==> src/sra_pkg.sv <==
// Shared constants and types of the rotation action control block
package sra_pkg;
  localparam int ADDR_W = 12;
  localparam int DATA_W = 8;
  localparam logic [11:0] ADDR_SYSREF_MODE = 12'h03A;
  localparam logic [11:0] ADDR_ROT_CTRL = 12'h03B;
  localparam logic [11:0] ADDR_NCO_SYNC = 12'h1E7;
  localparam int BIT_SYNC_EN = 7;
  localparam int BIT_RSVD6 = 6;
  localparam int BIT_PER_RST = 5;
  localparam int BIT_NCO_ROT = 4;
  localparam int BIT_ACT_SERDES = 0;
  localparam int BIT_ACT_RAMP = 1;
  localparam int BIT_ONESHOT = 1;
  localparam int BIT_ROT_DONE = 4;
  localparam int BIT_NCO_START = 0;
  localparam logic [7:0] ROT_CTRL_RST = 8'hB0;
  localparam logic [7:0] ROT_CTRL_WMASK = 8'hF3;
  localparam logic [7:0] BYTE_ZERO = 8'h00;
  localparam logic [1:0] ACT_NONE = 2'h0;
  localparam int SERDES_RST_CYC = 16;
  localparam int NCO_RST_CYC = 4;
  localparam int RAMP_DIV = 4;
  localparam int GAIN_W = 8;
  localparam int SYSREF_PERIOD = 64;
  localparam int SYSREF_HIGH = 4;
  localparam logic [3:0] AV_CMD = 4'h0;
  localparam logic [3:0] AV_CFG = 4'h4;
  localparam logic [3:0] AV_STAT = 4'h8;
  localparam logic [3:0] CFG_RST = 4'h3;
  typedef enum logic [1:0] {
    ST_IDLE = 2'b00,
    ST_DOWN = 2'b01,
    ST_ROT = 2'b10,
    ST_UP = 2'b11
  } sra_rot_state_t;
  typedef enum logic [1:0] {
    H_IDLE = 2'b00,
    H_WAIT = 2'b01
  } sra_host_state_t;
endpackage : sra_pkg

==> src/sra_link_if.sv <==
// Connection between the converter's rotation control and its controlling party
`timescale 1ns/100ps
`default_nettype none
interface sra_link_if;
  import sra_pkg::*;
  logic reg_wr;
  logic reg_rd;
  logic [ADDR_W-1:0] reg_addr;
  logic [DATA_W-1:0] reg_wdata;
  logic [DATA_W-1:0] reg_rdata;
  logic reg_ack;
  logic sysref;
  logic link_drop;
  logic rot_busy;
  modport dev (
    input reg_wr, reg_rd, reg_addr, reg_wdata, sysref,
    output reg_rdata, reg_ack, link_drop, rot_busy
  );
  modport host (
    output reg_wr, reg_rd, reg_addr, reg_wdata, sysref,
    input reg_rdata, reg_ack, link_drop, rot_busy
  );
endinterface : sra_link_if
`default_nettype wire

==> src/sra_device.sv <==
// Converter end: rotation action control and its registers
// What this block does
// - Alignment logic enable resets 1; keep 1
// - Reserved bit 6 resets 0; write 1
// - Periodic reset enable resets 1; keep 1
// - Oscillator reset after digital reset, rotation
// - Oscillator sync start also resets all oscillators
// - Action bit 0 resets, realigns SERDES clocks
// - SERDES reset drops links; transmitter relinks
// - Software should set SERDES clock reset action
// - Action bit 1 ramps datapath off, on
// - Ramp action only with amplifier protection
// - Action zero: no SERDES or datapath action
// - Action 11: both SERDES reset and ramp
// - One-shot: one rotation, then monitor mode
// - Read-only rotation done flag, resets 1
`timescale 1ns/100ps
`default_nettype none
module sra_device
  import sra_pkg::*;
#(
  parameter int SERDES_CYC = SERDES_RST_CYC,
  parameter int NCO_CYC = NCO_RST_CYC
) (
  // Clock and reset
  input wire logic sys_clk_i,
  input wire logic sys_rst_i,
  // Link to the controlling party
  sra_link_if.dev lnk,
  // Converter side
  output logic serdes_clk_rst_o,
  output logic nco_rst_o,
  output logic [GAIN_W-1:0] datapath_gain_o,
  output logic rot_done_o
);
  localparam logic [7:0] SERDES_LAST = 8'(SERDES_CYC - 1);
  localparam logic [7:0] NCO_LOAD = 8'(NCO_CYC);
  localparam logic [7:0] CNT_ZERO = 8'h00;
  localparam logic [7:0] CNT_ONE = 8'h01;
  // Refused at elaboration: both counters are eight bits wide
  if (SERDES_CYC < 1 || SERDES_CYC > 255 || NCO_CYC < 1 || NCO_CYC > 255)
  begin : g_bad_count
    $error("sra_device: counts must lie in 1..255");
  end

  logic [7:0] rot_ctrl_q;
  logic oneshot_q;
  logic [1:0] act_q;
  logic nco_after_q;
  sra_rot_state_t state_q;
  logic [7:0] cnt_q;
  logic [7:0] nco_cnt_q;
  logic post_rst_q;
  logic ack_q;
  logic [7:0] rdata_q;
  logic sref_s1_q;
  logic sref_s2_q;
  logic sref_s3_q;
  logic serdes_q;
  logic sref_rise;
  logic trigger;
  logic wr_ctrl;
  logic wr_mode;
  logic wr_nco;
  logic ramp_at_zero;
  logic ramp_at_full;
  logic ramp_off;

  assign wr_ctrl = lnk.reg_wr && lnk.reg_addr == ADDR_ROT_CTRL;
  assign wr_mode = lnk.reg_wr && lnk.reg_addr == ADDR_SYSREF_MODE;
  assign wr_nco = lnk.reg_wr && lnk.reg_addr == ADDR_NCO_SYNC;

  // Bits 7, 5 and 4 come out of reset set; bit 6 comes out clear and software sets it
  always_ff @(posedge sys_clk_i or posedge sys_rst_i)
  begin
    if (sys_rst_i)
      rot_ctrl_q <= ROT_CTRL_RST;
    else if (wr_ctrl)
      rot_ctrl_q <= lnk.reg_wdata & ROT_CTRL_WMASK;
  end

  // SYSREF arrives from outside and is resynchronised before the edge detector
  always_ff @(posedge sys_clk_i or posedge sys_rst_i)
  begin
    if (sys_rst_i)
    begin
      sref_s1_q <= 1'b0;
      sref_s2_q <= 1'b0;
      sref_s3_q <= 1'b0;
    end
    else
    begin
      sref_s1_q <= lnk.sysref;
      sref_s2_q <= sref_s1_q;
      sref_s3_q <= sref_s2_q;
    end
  end
  assign sref_rise = sref_s2_q && !sref_s3_q;

  // Rotation only runs with the alignment logic and periodic reset both on
  assign trigger = state_q == ST_IDLE && sref_rise && oneshot_q &&
                   rot_ctrl_q[BIT_SYNC_EN] && rot_ctrl_q[BIT_PER_RST];

  // A software write in the same cycle as the hardware clear wins
  always_ff @(posedge sys_clk_i or posedge sys_rst_i)
  begin
    if (sys_rst_i)
      oneshot_q <= 1'b0;
    else if (wr_mode)
      oneshot_q <= lnk.reg_wdata[BIT_ONESHOT];
    else if (trigger)
      oneshot_q <= 1'b0;
  end

  // Field values are frozen for the whole rotation
  always_ff @(posedge sys_clk_i or posedge sys_rst_i)
  begin
    if (sys_rst_i)
    begin
      act_q <= ACT_NONE;
      nco_after_q <= 1'b0;
    end
    else if (trigger)
    begin
      act_q <= rot_ctrl_q[BIT_ACT_RAMP:BIT_ACT_SERDES];
      nco_after_q <= rot_ctrl_q[BIT_NCO_ROT];
    end
  end

  // Rotation sequence: optional ramp down, rotation window, optional ramp up
  always_ff @(posedge sys_clk_i or posedge sys_rst_i)
  begin
    if (sys_rst_i)
    begin
      state_q <= ST_IDLE;
      cnt_q <= CNT_ZERO;
    end
    else
    begin
      case (state_q)
        ST_IDLE:
        begin
          if (trigger && rot_ctrl_q[BIT_ACT_RAMP])
            state_q <= ST_DOWN;
          else if (trigger)
          begin
            state_q <= ST_ROT;
            cnt_q <= SERDES_LAST;
          end
        end
        ST_DOWN:
        begin
          if (ramp_at_zero)
          begin
            state_q <= ST_ROT;
            cnt_q <= SERDES_LAST;
          end
        end
        ST_ROT:
        begin
          if (cnt_q != CNT_ZERO)
            cnt_q <= cnt_q - CNT_ONE;
          else if (act_q[BIT_ACT_RAMP])
            state_q <= ST_UP;
          else
            state_q <= ST_IDLE;
        end
        ST_UP:
        begin
          if (ramp_at_full)
            state_q <= ST_IDLE;
        end
        default:
          state_q <= ST_IDLE;
      endcase
    end
  end

  // Links drop and SERDES clocks reset only inside the rotation window
  always_ff @(posedge sys_clk_i or posedge sys_rst_i)
  begin
    if (sys_rst_i)
      serdes_q <= 1'b0;
    else
      serdes_q <= (state_q == ST_ROT && cnt_q != CNT_ZERO && act_q[BIT_ACT_SERDES]) ||
                  (state_q == ST_DOWN && ramp_at_zero && act_q[BIT_ACT_SERDES]) ||
                  (state_q == ST_IDLE && trigger && !rot_ctrl_q[BIT_ACT_RAMP] &&
                   rot_ctrl_q[BIT_ACT_SERDES]);
  end
  assign serdes_clk_rst_o = serdes_q;
  assign lnk.link_drop = serdes_q;

  // Digital reset is seen as the first cycle after the reset release
  always_ff @(posedge sys_clk_i or posedge sys_rst_i)
  begin
    if (sys_rst_i)
      post_rst_q <= 1'b1;
    else
      post_rst_q <= 1'b0;
  end

  // One pulse covers main and channel oscillators alike
  always_ff @(posedge sys_clk_i or posedge sys_rst_i)
  begin
    if (sys_rst_i)
      nco_cnt_q <= CNT_ZERO;
    else if (post_rst_q && rot_ctrl_q[BIT_NCO_ROT])
      nco_cnt_q <= NCO_LOAD;
    else if (state_q == ST_ROT && cnt_q == CNT_ZERO && nco_after_q)
      nco_cnt_q <= NCO_LOAD;
    else if (wr_nco && lnk.reg_wdata[BIT_NCO_START])
      nco_cnt_q <= NCO_LOAD;
    else if (nco_cnt_q != CNT_ZERO)
      nco_cnt_q <= nco_cnt_q - CNT_ONE;
  end
  assign nco_rst_o = (nco_cnt_q != CNT_ZERO);

  assign ramp_off = (state_q == ST_DOWN) || (state_q == ST_ROT && act_q[BIT_ACT_RAMP]);
  sra_gain_ramp #(
    .GW(GAIN_W),
    .DIV(RAMP_DIV)
  ) u_ramp (
    .sys_clk_i(sys_clk_i),
    .sys_rst_i(sys_rst_i),
    .ramp_off_i(ramp_off),
    .gain_o(datapath_gain_o),
    .at_zero_o(ramp_at_zero),
    .at_full_o(ramp_at_full)
  );

  assign rot_done_o = (state_q == ST_IDLE);
  assign lnk.rot_busy = (state_q != ST_IDLE);

  // Register port answers one cycle after each strobe; unmapped reads give zero
  always_ff @(posedge sys_clk_i or posedge sys_rst_i)
  begin
    if (sys_rst_i)
    begin
      ack_q <= 1'b0;
      rdata_q <= BYTE_ZERO;
    end
    else
    begin
      ack_q <= lnk.reg_wr || lnk.reg_rd;
      if (lnk.reg_rd && lnk.reg_addr == ADDR_ROT_CTRL)
        rdata_q <= rot_ctrl_q;
      else if (lnk.reg_rd && lnk.reg_addr == ADDR_SYSREF_MODE)
      begin
        rdata_q <= BYTE_ZERO;
        rdata_q[BIT_ROT_DONE] <= (state_q == ST_IDLE);
        rdata_q[BIT_ONESHOT] <= oneshot_q;
      end
      else if (lnk.reg_rd)
        rdata_q <= BYTE_ZERO;
    end
  end
  assign lnk.reg_ack = ack_q;
  assign lnk.reg_rdata = rdata_q;
endmodule : sra_device
`default_nettype wire

==> src/sra_gain_ramp.sv <==
// Soft gain ramp toward zero or full scale, one step per divider tick
`timescale 1ns/100ps
`default_nettype none
module sra_gain_ramp
  import sra_pkg::*;
#(
  parameter int GW = GAIN_W,
  parameter int DIV = RAMP_DIV
) (
  // Clock and reset
  input wire logic sys_clk_i,
  input wire logic sys_rst_i,
  // Control
  input wire logic ramp_off_i,
  // Status and gain
  output logic [GW-1:0] gain_o,
  output logic at_zero_o,
  output logic at_full_o
);
  localparam logic [GW-1:0] GAIN_FULL = {GW{1'b1}};
  localparam logic [GW-1:0] GAIN_ZERO = {GW{1'b0}};
  localparam logic [GW-1:0] GAIN_STEP = {{(GW-1){1'b0}}, 1'b1};
  localparam logic [15:0] DIV_LAST = 16'(DIV - 1);
  // Refused at elaboration: the divider counter is sixteen bits wide
  if (GW < 2 || DIV < 1 || DIV > 65536)
  begin : g_bad_param
    $error("sra_gain_ramp: unsupported width or divider");
  end
  logic [15:0] div_q;
  logic tick;
  logic [GW-1:0] gain_q;
  assign tick = (div_q == DIV_LAST);
  always_ff @(posedge sys_clk_i or posedge sys_rst_i)
  begin
    if (sys_rst_i)
      div_q <= 16'h0000;
    else if (tick)
      div_q <= 16'h0000;
    else
      div_q <= div_q + 16'h0001;
  end
  // Stepping slowly keeps the amplifier from seeing a hard edge
  always_ff @(posedge sys_clk_i or posedge sys_rst_i)
  begin
    if (sys_rst_i)
      gain_q <= GAIN_FULL;
    else if (tick && ramp_off_i && gain_q != GAIN_ZERO)
      gain_q <= gain_q - GAIN_STEP;
    else if (tick && !ramp_off_i && gain_q != GAIN_FULL)
      gain_q <= gain_q + GAIN_STEP;
  end
  assign gain_o = gain_q;
  assign at_zero_o = (gain_q == GAIN_ZERO);
  assign at_full_o = (gain_q == GAIN_FULL);
endmodule : sra_gain_ramp
`default_nettype wire

==> src/flat_wrapper.sv <==
// flat-port wrapper written by rule: the top's interface ports become plain ports
module sra_device_flat import sra_pkg::*;
#(
  parameter int SERDES_CYC = SERDES_RST_CYC,
  parameter int NCO_CYC = NCO_RST_CYC
)
  (sys_clk_i, sys_rst_i, serdes_clk_rst_o, nco_rst_o, datapath_gain_o, rot_done_o, lnk_reg_wr, lnk_reg_rd, lnk_reg_addr, lnk_reg_wdata, lnk_sysref, lnk_reg_rdata, lnk_reg_ack, lnk_link_drop, lnk_rot_busy);
  sra_link_if lnk_i ();
  input wire logic sys_clk_i;
  input wire logic sys_rst_i;
  output logic serdes_clk_rst_o;
  output logic nco_rst_o;
  output logic [GAIN_W-1:0] datapath_gain_o;
  output logic rot_done_o;
  input wire logic [$bits(lnk_i.reg_wr)-1:0] lnk_reg_wr;
  input wire logic [$bits(lnk_i.reg_rd)-1:0] lnk_reg_rd;
  input wire logic [$bits(lnk_i.reg_addr)-1:0] lnk_reg_addr;
  input wire logic [$bits(lnk_i.reg_wdata)-1:0] lnk_reg_wdata;
  input wire logic [$bits(lnk_i.sysref)-1:0] lnk_sysref;
  output wire logic [$bits(lnk_i.reg_rdata)-1:0] lnk_reg_rdata;
  output wire logic [$bits(lnk_i.reg_ack)-1:0] lnk_reg_ack;
  output wire logic [$bits(lnk_i.link_drop)-1:0] lnk_link_drop;
  output wire logic [$bits(lnk_i.rot_busy)-1:0] lnk_rot_busy;
  assign lnk_i.reg_wr = lnk_reg_wr;
  assign lnk_i.reg_rd = lnk_reg_rd;
  assign lnk_i.reg_addr = lnk_reg_addr;
  assign lnk_i.reg_wdata = lnk_reg_wdata;
  assign lnk_i.sysref = lnk_sysref;
  assign lnk_reg_rdata = lnk_i.reg_rdata;
  assign lnk_reg_ack = lnk_i.reg_ack;
  assign lnk_link_drop = lnk_i.link_drop;
  assign lnk_rot_busy = lnk_i.rot_busy;
  sra_device #(.SERDES_CYC(SERDES_CYC), .NCO_CYC(NCO_CYC)) u_core (.sys_clk_i(sys_clk_i), .sys_rst_i(sys_rst_i), .lnk(lnk_i), .serdes_clk_rst_o(serdes_clk_rst_o), .nco_rst_o(nco_rst_o), .datapath_gain_o(datapath_gain_o), .rot_done_o(rot_done_o));
endmodule
==> config.mk <==
export PLATFORM = sky130hd
export DESIGN_NAME = sra_device_flat
export DESIGN_NICKNAME = d
export VERILOG_FILES = /design/src/sra_pkg.sv /design/src/sra_link_if.sv /design/src/sra_device.sv /design/src/sra_gain_ramp.sv /design/src/flat_wrapper.sv
export SDC_FILE = /design/constraint.sdc
export NUM_CORES = 1
export LEC_CHECK = 0
export CAP_MARGIN = 20
export CORE_MARGIN = 2
export CORE_UTILIZATION = 57
export DETAILED_ROUTE_END_ITERATION = 8
export DONT_BUFFER_PORTS = 1
export PLACE_DENSITY_LB_ADDON = 0.25
export SLEW_MARGIN = 20
export SYNTH_ARGS = -nofsm -noshare
export SYNTH_HDL_FRONTEND = slang
export SYNTH_SLANG_ARGS = --single-unit
==> constraint.sdc <==
create_clock -name sys_clk_i -period 2.4 [get_ports sys_clk_i]
set_input_delay 0.36 -clock sys_clk_i [delete_from_list [all_inputs] [get_ports sys_clk_i]]
set_output_delay 0.36 -clock sys_clk_i [all_outputs]
set_load 0.02 [all_outputs]
==> flow_summary.ini <==
[drt]
drc = 0
drt-met1-wl_um = 2900
drtIter0Drc = 198
top_layer = met4
vias = 2343
wl_met2_um = 2930
firstDrtPassIters = 5
viasPerCell = 5.83
finalWirelength_um = 6160
ant_nets = 0
dr_wl_met3_um = 255
routedWlPerCell_um = 15.3

[logic_synthesis]
post-synth-top-count-cell = dfrtp_1
synth_top_cell_by_area = dfrtp_1
synth_area_leaders = dfrtp_1 41%, dfstp_2 9.8%, xnor2_1 4.9%, nand2_1 2.7%, nor2_1 2.7%
synthTopCellsByCount = 52 x dfrtp_1, 23 x nand2_1, 23 x nor2_1, 18 x xnor2_1, 16 x o21ai_0
ys_dominant_reg_cell = dfrtp_1
synth_xor_area_frac = 0.0684
synth_top_family_by_area = simple AND/OR/NAND/NOR gates
post_synth_instance_area_um2 = 3200
syn_area_per_cell_um2 = 10.5
yosysUniqueCellTypes = 52
synth.top_cell.area_share = 0.406
async_flop_share = 1.00
synth_warnings = 0
synth_adder_area_share = 0.0195
synthMuxAreaShare = 0.0387
yosys.area_share.simple = 0.237
syn_inst = 304
synth-compound-area-share = 0.0965
synth-seq-cells = 64
synth_edf_count = 0
synth_seq_area_share = 0.505

[sta]
relSlewSlack = 0.501
setup_ws_ns = 0.173
setup_viol = 0
final.min_clock_period_ns = 2.23
finClkSkew_ns = 0.0122
finalSetupTns_ns = 0
min_period_over_period = 0.928
whs_ns = -0.00618
drv_slew = 0
fmax_mhz = 449
hold_viol = 13
tightest_slew_ns = 0.742

[clock_network]
h-tree-depth = 3
cts.sinks = 64
clk_latency_ns = 0.34
cts_tree = built
cts.hold.buffers_added = 0
cts_buffers = 9
root_buffer = clkbuf_8
path_clk_slew_ns = 0.08
cts_buffer_depth = 2

[grt]
grt_util_all_layers = 0.216
gr-total-overflow = 0
grt_max_degree = 33
antenna_found_initial = 0
first_global_vias = 2329
grt_pass1_wl_um = 10600

[pwr]
leakagePower_uw = 0.00163
powerDensity_nw_per_um2 = 695
peakVddDrop_mv = 0.460

[status]
status = complete, but fails checks
violations = negative hold slack

[critical_path]
crit_required_ns = 2.66
criticalPathCategory = reg2reg
endpoint_kind = register
slowest_delay_ns = 0.44
cpMostUsedCell = nor2_1
crit_chain = nor4_2, a22o_1, nor2_1, xor2_1, ha_1, nor2_1, nand2_1, nor3_1, o21ai_1, xnor2_1
critPathMaxFanout = 6
slowest_stage = dfstp_2
worst_setup_path_start_kind = register
worst-endpoint-arrival_ns = 2.49
reg2reg_setup_slack_ns = 0.17

[cells_and_area]
multi_input_area_um2 = 1490
n_antenna_cell = 0
nets = 355
seqCellArea_um2 = 1620
final_layout_size_suffix_gt1_frac = 0.182
num-fill-cells = 460
area_growth_pct = 12.5

[floorplanning]
die_area_um2 = 6230
rows = 27
fp.dieH_um = 79.0
initial_core_util = 0.585
fp.dieW_um = 79.0
io_pins = 47
core_um2 = 5470

[place]
dp_hpwl_um = 4270
numPortBuffers = 0
place.gp.congestion = 0.858
dpl_worst_slack_ns = 0.189

[hold_path]
hold_path.class = in2async

[job]
drv_cap = 0
## flip-flops by register name, indices dropped and copies added, names as in the netlist
name / cells
u_core.lnk.reg_rdata: 6
u_core.sref_s1_q: 1
u_core.oneshot_q: 1
u_core.sref_s2_q: 1
u_core.rot_ctrl_q: 6
u_core.cnt_q: 8
u_core.sref_s3_q: 1
u_core.state_q: 2
u_core.u_ramp.div_q: 16
u_core.lnk.link_drop: 1
u_core.u_ramp.gain_o: 8
u_core.nco_after_q: 1
u_core.act_q: 2
u_core.nco_cnt_q: 8
u_core.lnk.reg_ack: 1
u_core.post_rst_q: 1
## area by class of cell
class / instances / area share
clock buffer: 9 / 0.0344
sequential: 64 / 0.449
clock inverter: 7 / 0.0330
timing repair buffer: 16 / 0.0334
inverter: 12 / 0.0125
tap: 72 / 0.0250
multi-input combinational: 222 / 0.413
## worst max-delay path, delay by kind of cell (launching register included)
family | cells | cell delay (ns)
compound gates | 2 | 0.34
xor+xnor | 2 | 0.27
fa+ha+maj | 1 | 0.24
flops | 1 | 0.44
simple gates | 5 | 0.87
## per-stage QoR
stage	cell area, um^2	util	total power [uW]	cells
final	3600	0.658	2500	402
after global routing	3600	0.658	2600	402
after CTS	3590	0.656	2530	401
after detailed placement	3350	0.612	1400	385
after global placement	3350	0.612	1390	385
after floorplan	3210	-	1360	306
## repair_timing
item,CTS,global route
gates resized for setup,0,2
hold endpoints to repair,0,0
setup buffers,0,1
setup endpoints to repair,0,2
## cell families (layout without fill, tap and decap cells)
family | count (synthesis) | count (layout)
flops | 64 | 64
other cells | 1 | 3
compound gates | 45 | 45
mux | 11 | 11
xor+xnor | 25 | 25
simple gates | 133 | 133
fa+ha+maj | 5 | 5
buf+inv | 20 | 44
## report_power, final
group	leakage, uW	switching (uW)	total [uW]	internal (uW)
sequential	0.000806	56.1	1200	1140
clock	0.000116	425	1120	691
combinational	0.000711	101	187	86.5
## cell usage in the layout, fill, tap and decap left out, types with 2 or more instances in the layout
cell type,Yosys,final
mux2i_1,3,3
a21o_1,2,2
conb_1,1,3
xor2_1,7,7
nor2b_1,5,5
nand2_1,23,23
a211o_1,3,3
nor4_1,9,9
dfrtp_1,52,52
nor2_1,23,23
clkinvlp_4,0,2
clkbuf_8,0,9
o2bb2ai_1,2,2
and3_1,12,12
or4_1,2,2
and2_1,6,6
nor4b_1,3,3
mux2_2,7,7
dfstp_2,12,12
nor3b_1,2,2
bufinv_16,0,3
nand4_1,5,5
o21ai_0,16,15
nor3_1,12,12
and4_1,5,5
or3_1,3,3
inv_1,12,11
nand3_1,11,11
ha_1,5,4
xnor2_1,18,18
buf_4,3,16
nand3b_1,3,3
a22o_1,7,7
a21oi_1,6,6
## metal layers
metal / vias to the layer above / global-route usage
li1: 1126 / -
met2: 63 / 0.332
met5: - / 0
met3: 10 / 0.0409
met1: 1144 / 0.295
met4: 0 / 0.105
## worst paths after layout
check                      depth (start not counted)                                 from                             endpoint
setup / recovery                                  10  u_core.u_ramp.gain_o[6]$_DFFE_PP1P_  u_core.u_ramp.gain_o[6]$_DFFE_PP1P_
min in group sys_clk_i                             0                           lnk_sysref           u_core.sref_s1_q$_DFF_PP0_
setup reg to reg                                  10  u_core.u_ramp.gain_o[6]$_DFFE_PP1P_  u_core.u_ramp.gain_o[6]$_DFFE_PP1P_
hold reg to reg                                    0           u_core.sref_s1_q$_DFF_PP0_           u_core.sref_s2_q$_DFF_PP0_
hold / removal                                     1                            sys_rst_i      u_core.nco_cnt_q[5]$_DFFE_PP0P_
max in group asynchronous                          2                            sys_rst_i  u_core.u_ramp.gain_o[4]$_DFFE_PP1P_
Note: power is estimated with default switching activity, not from simulation.
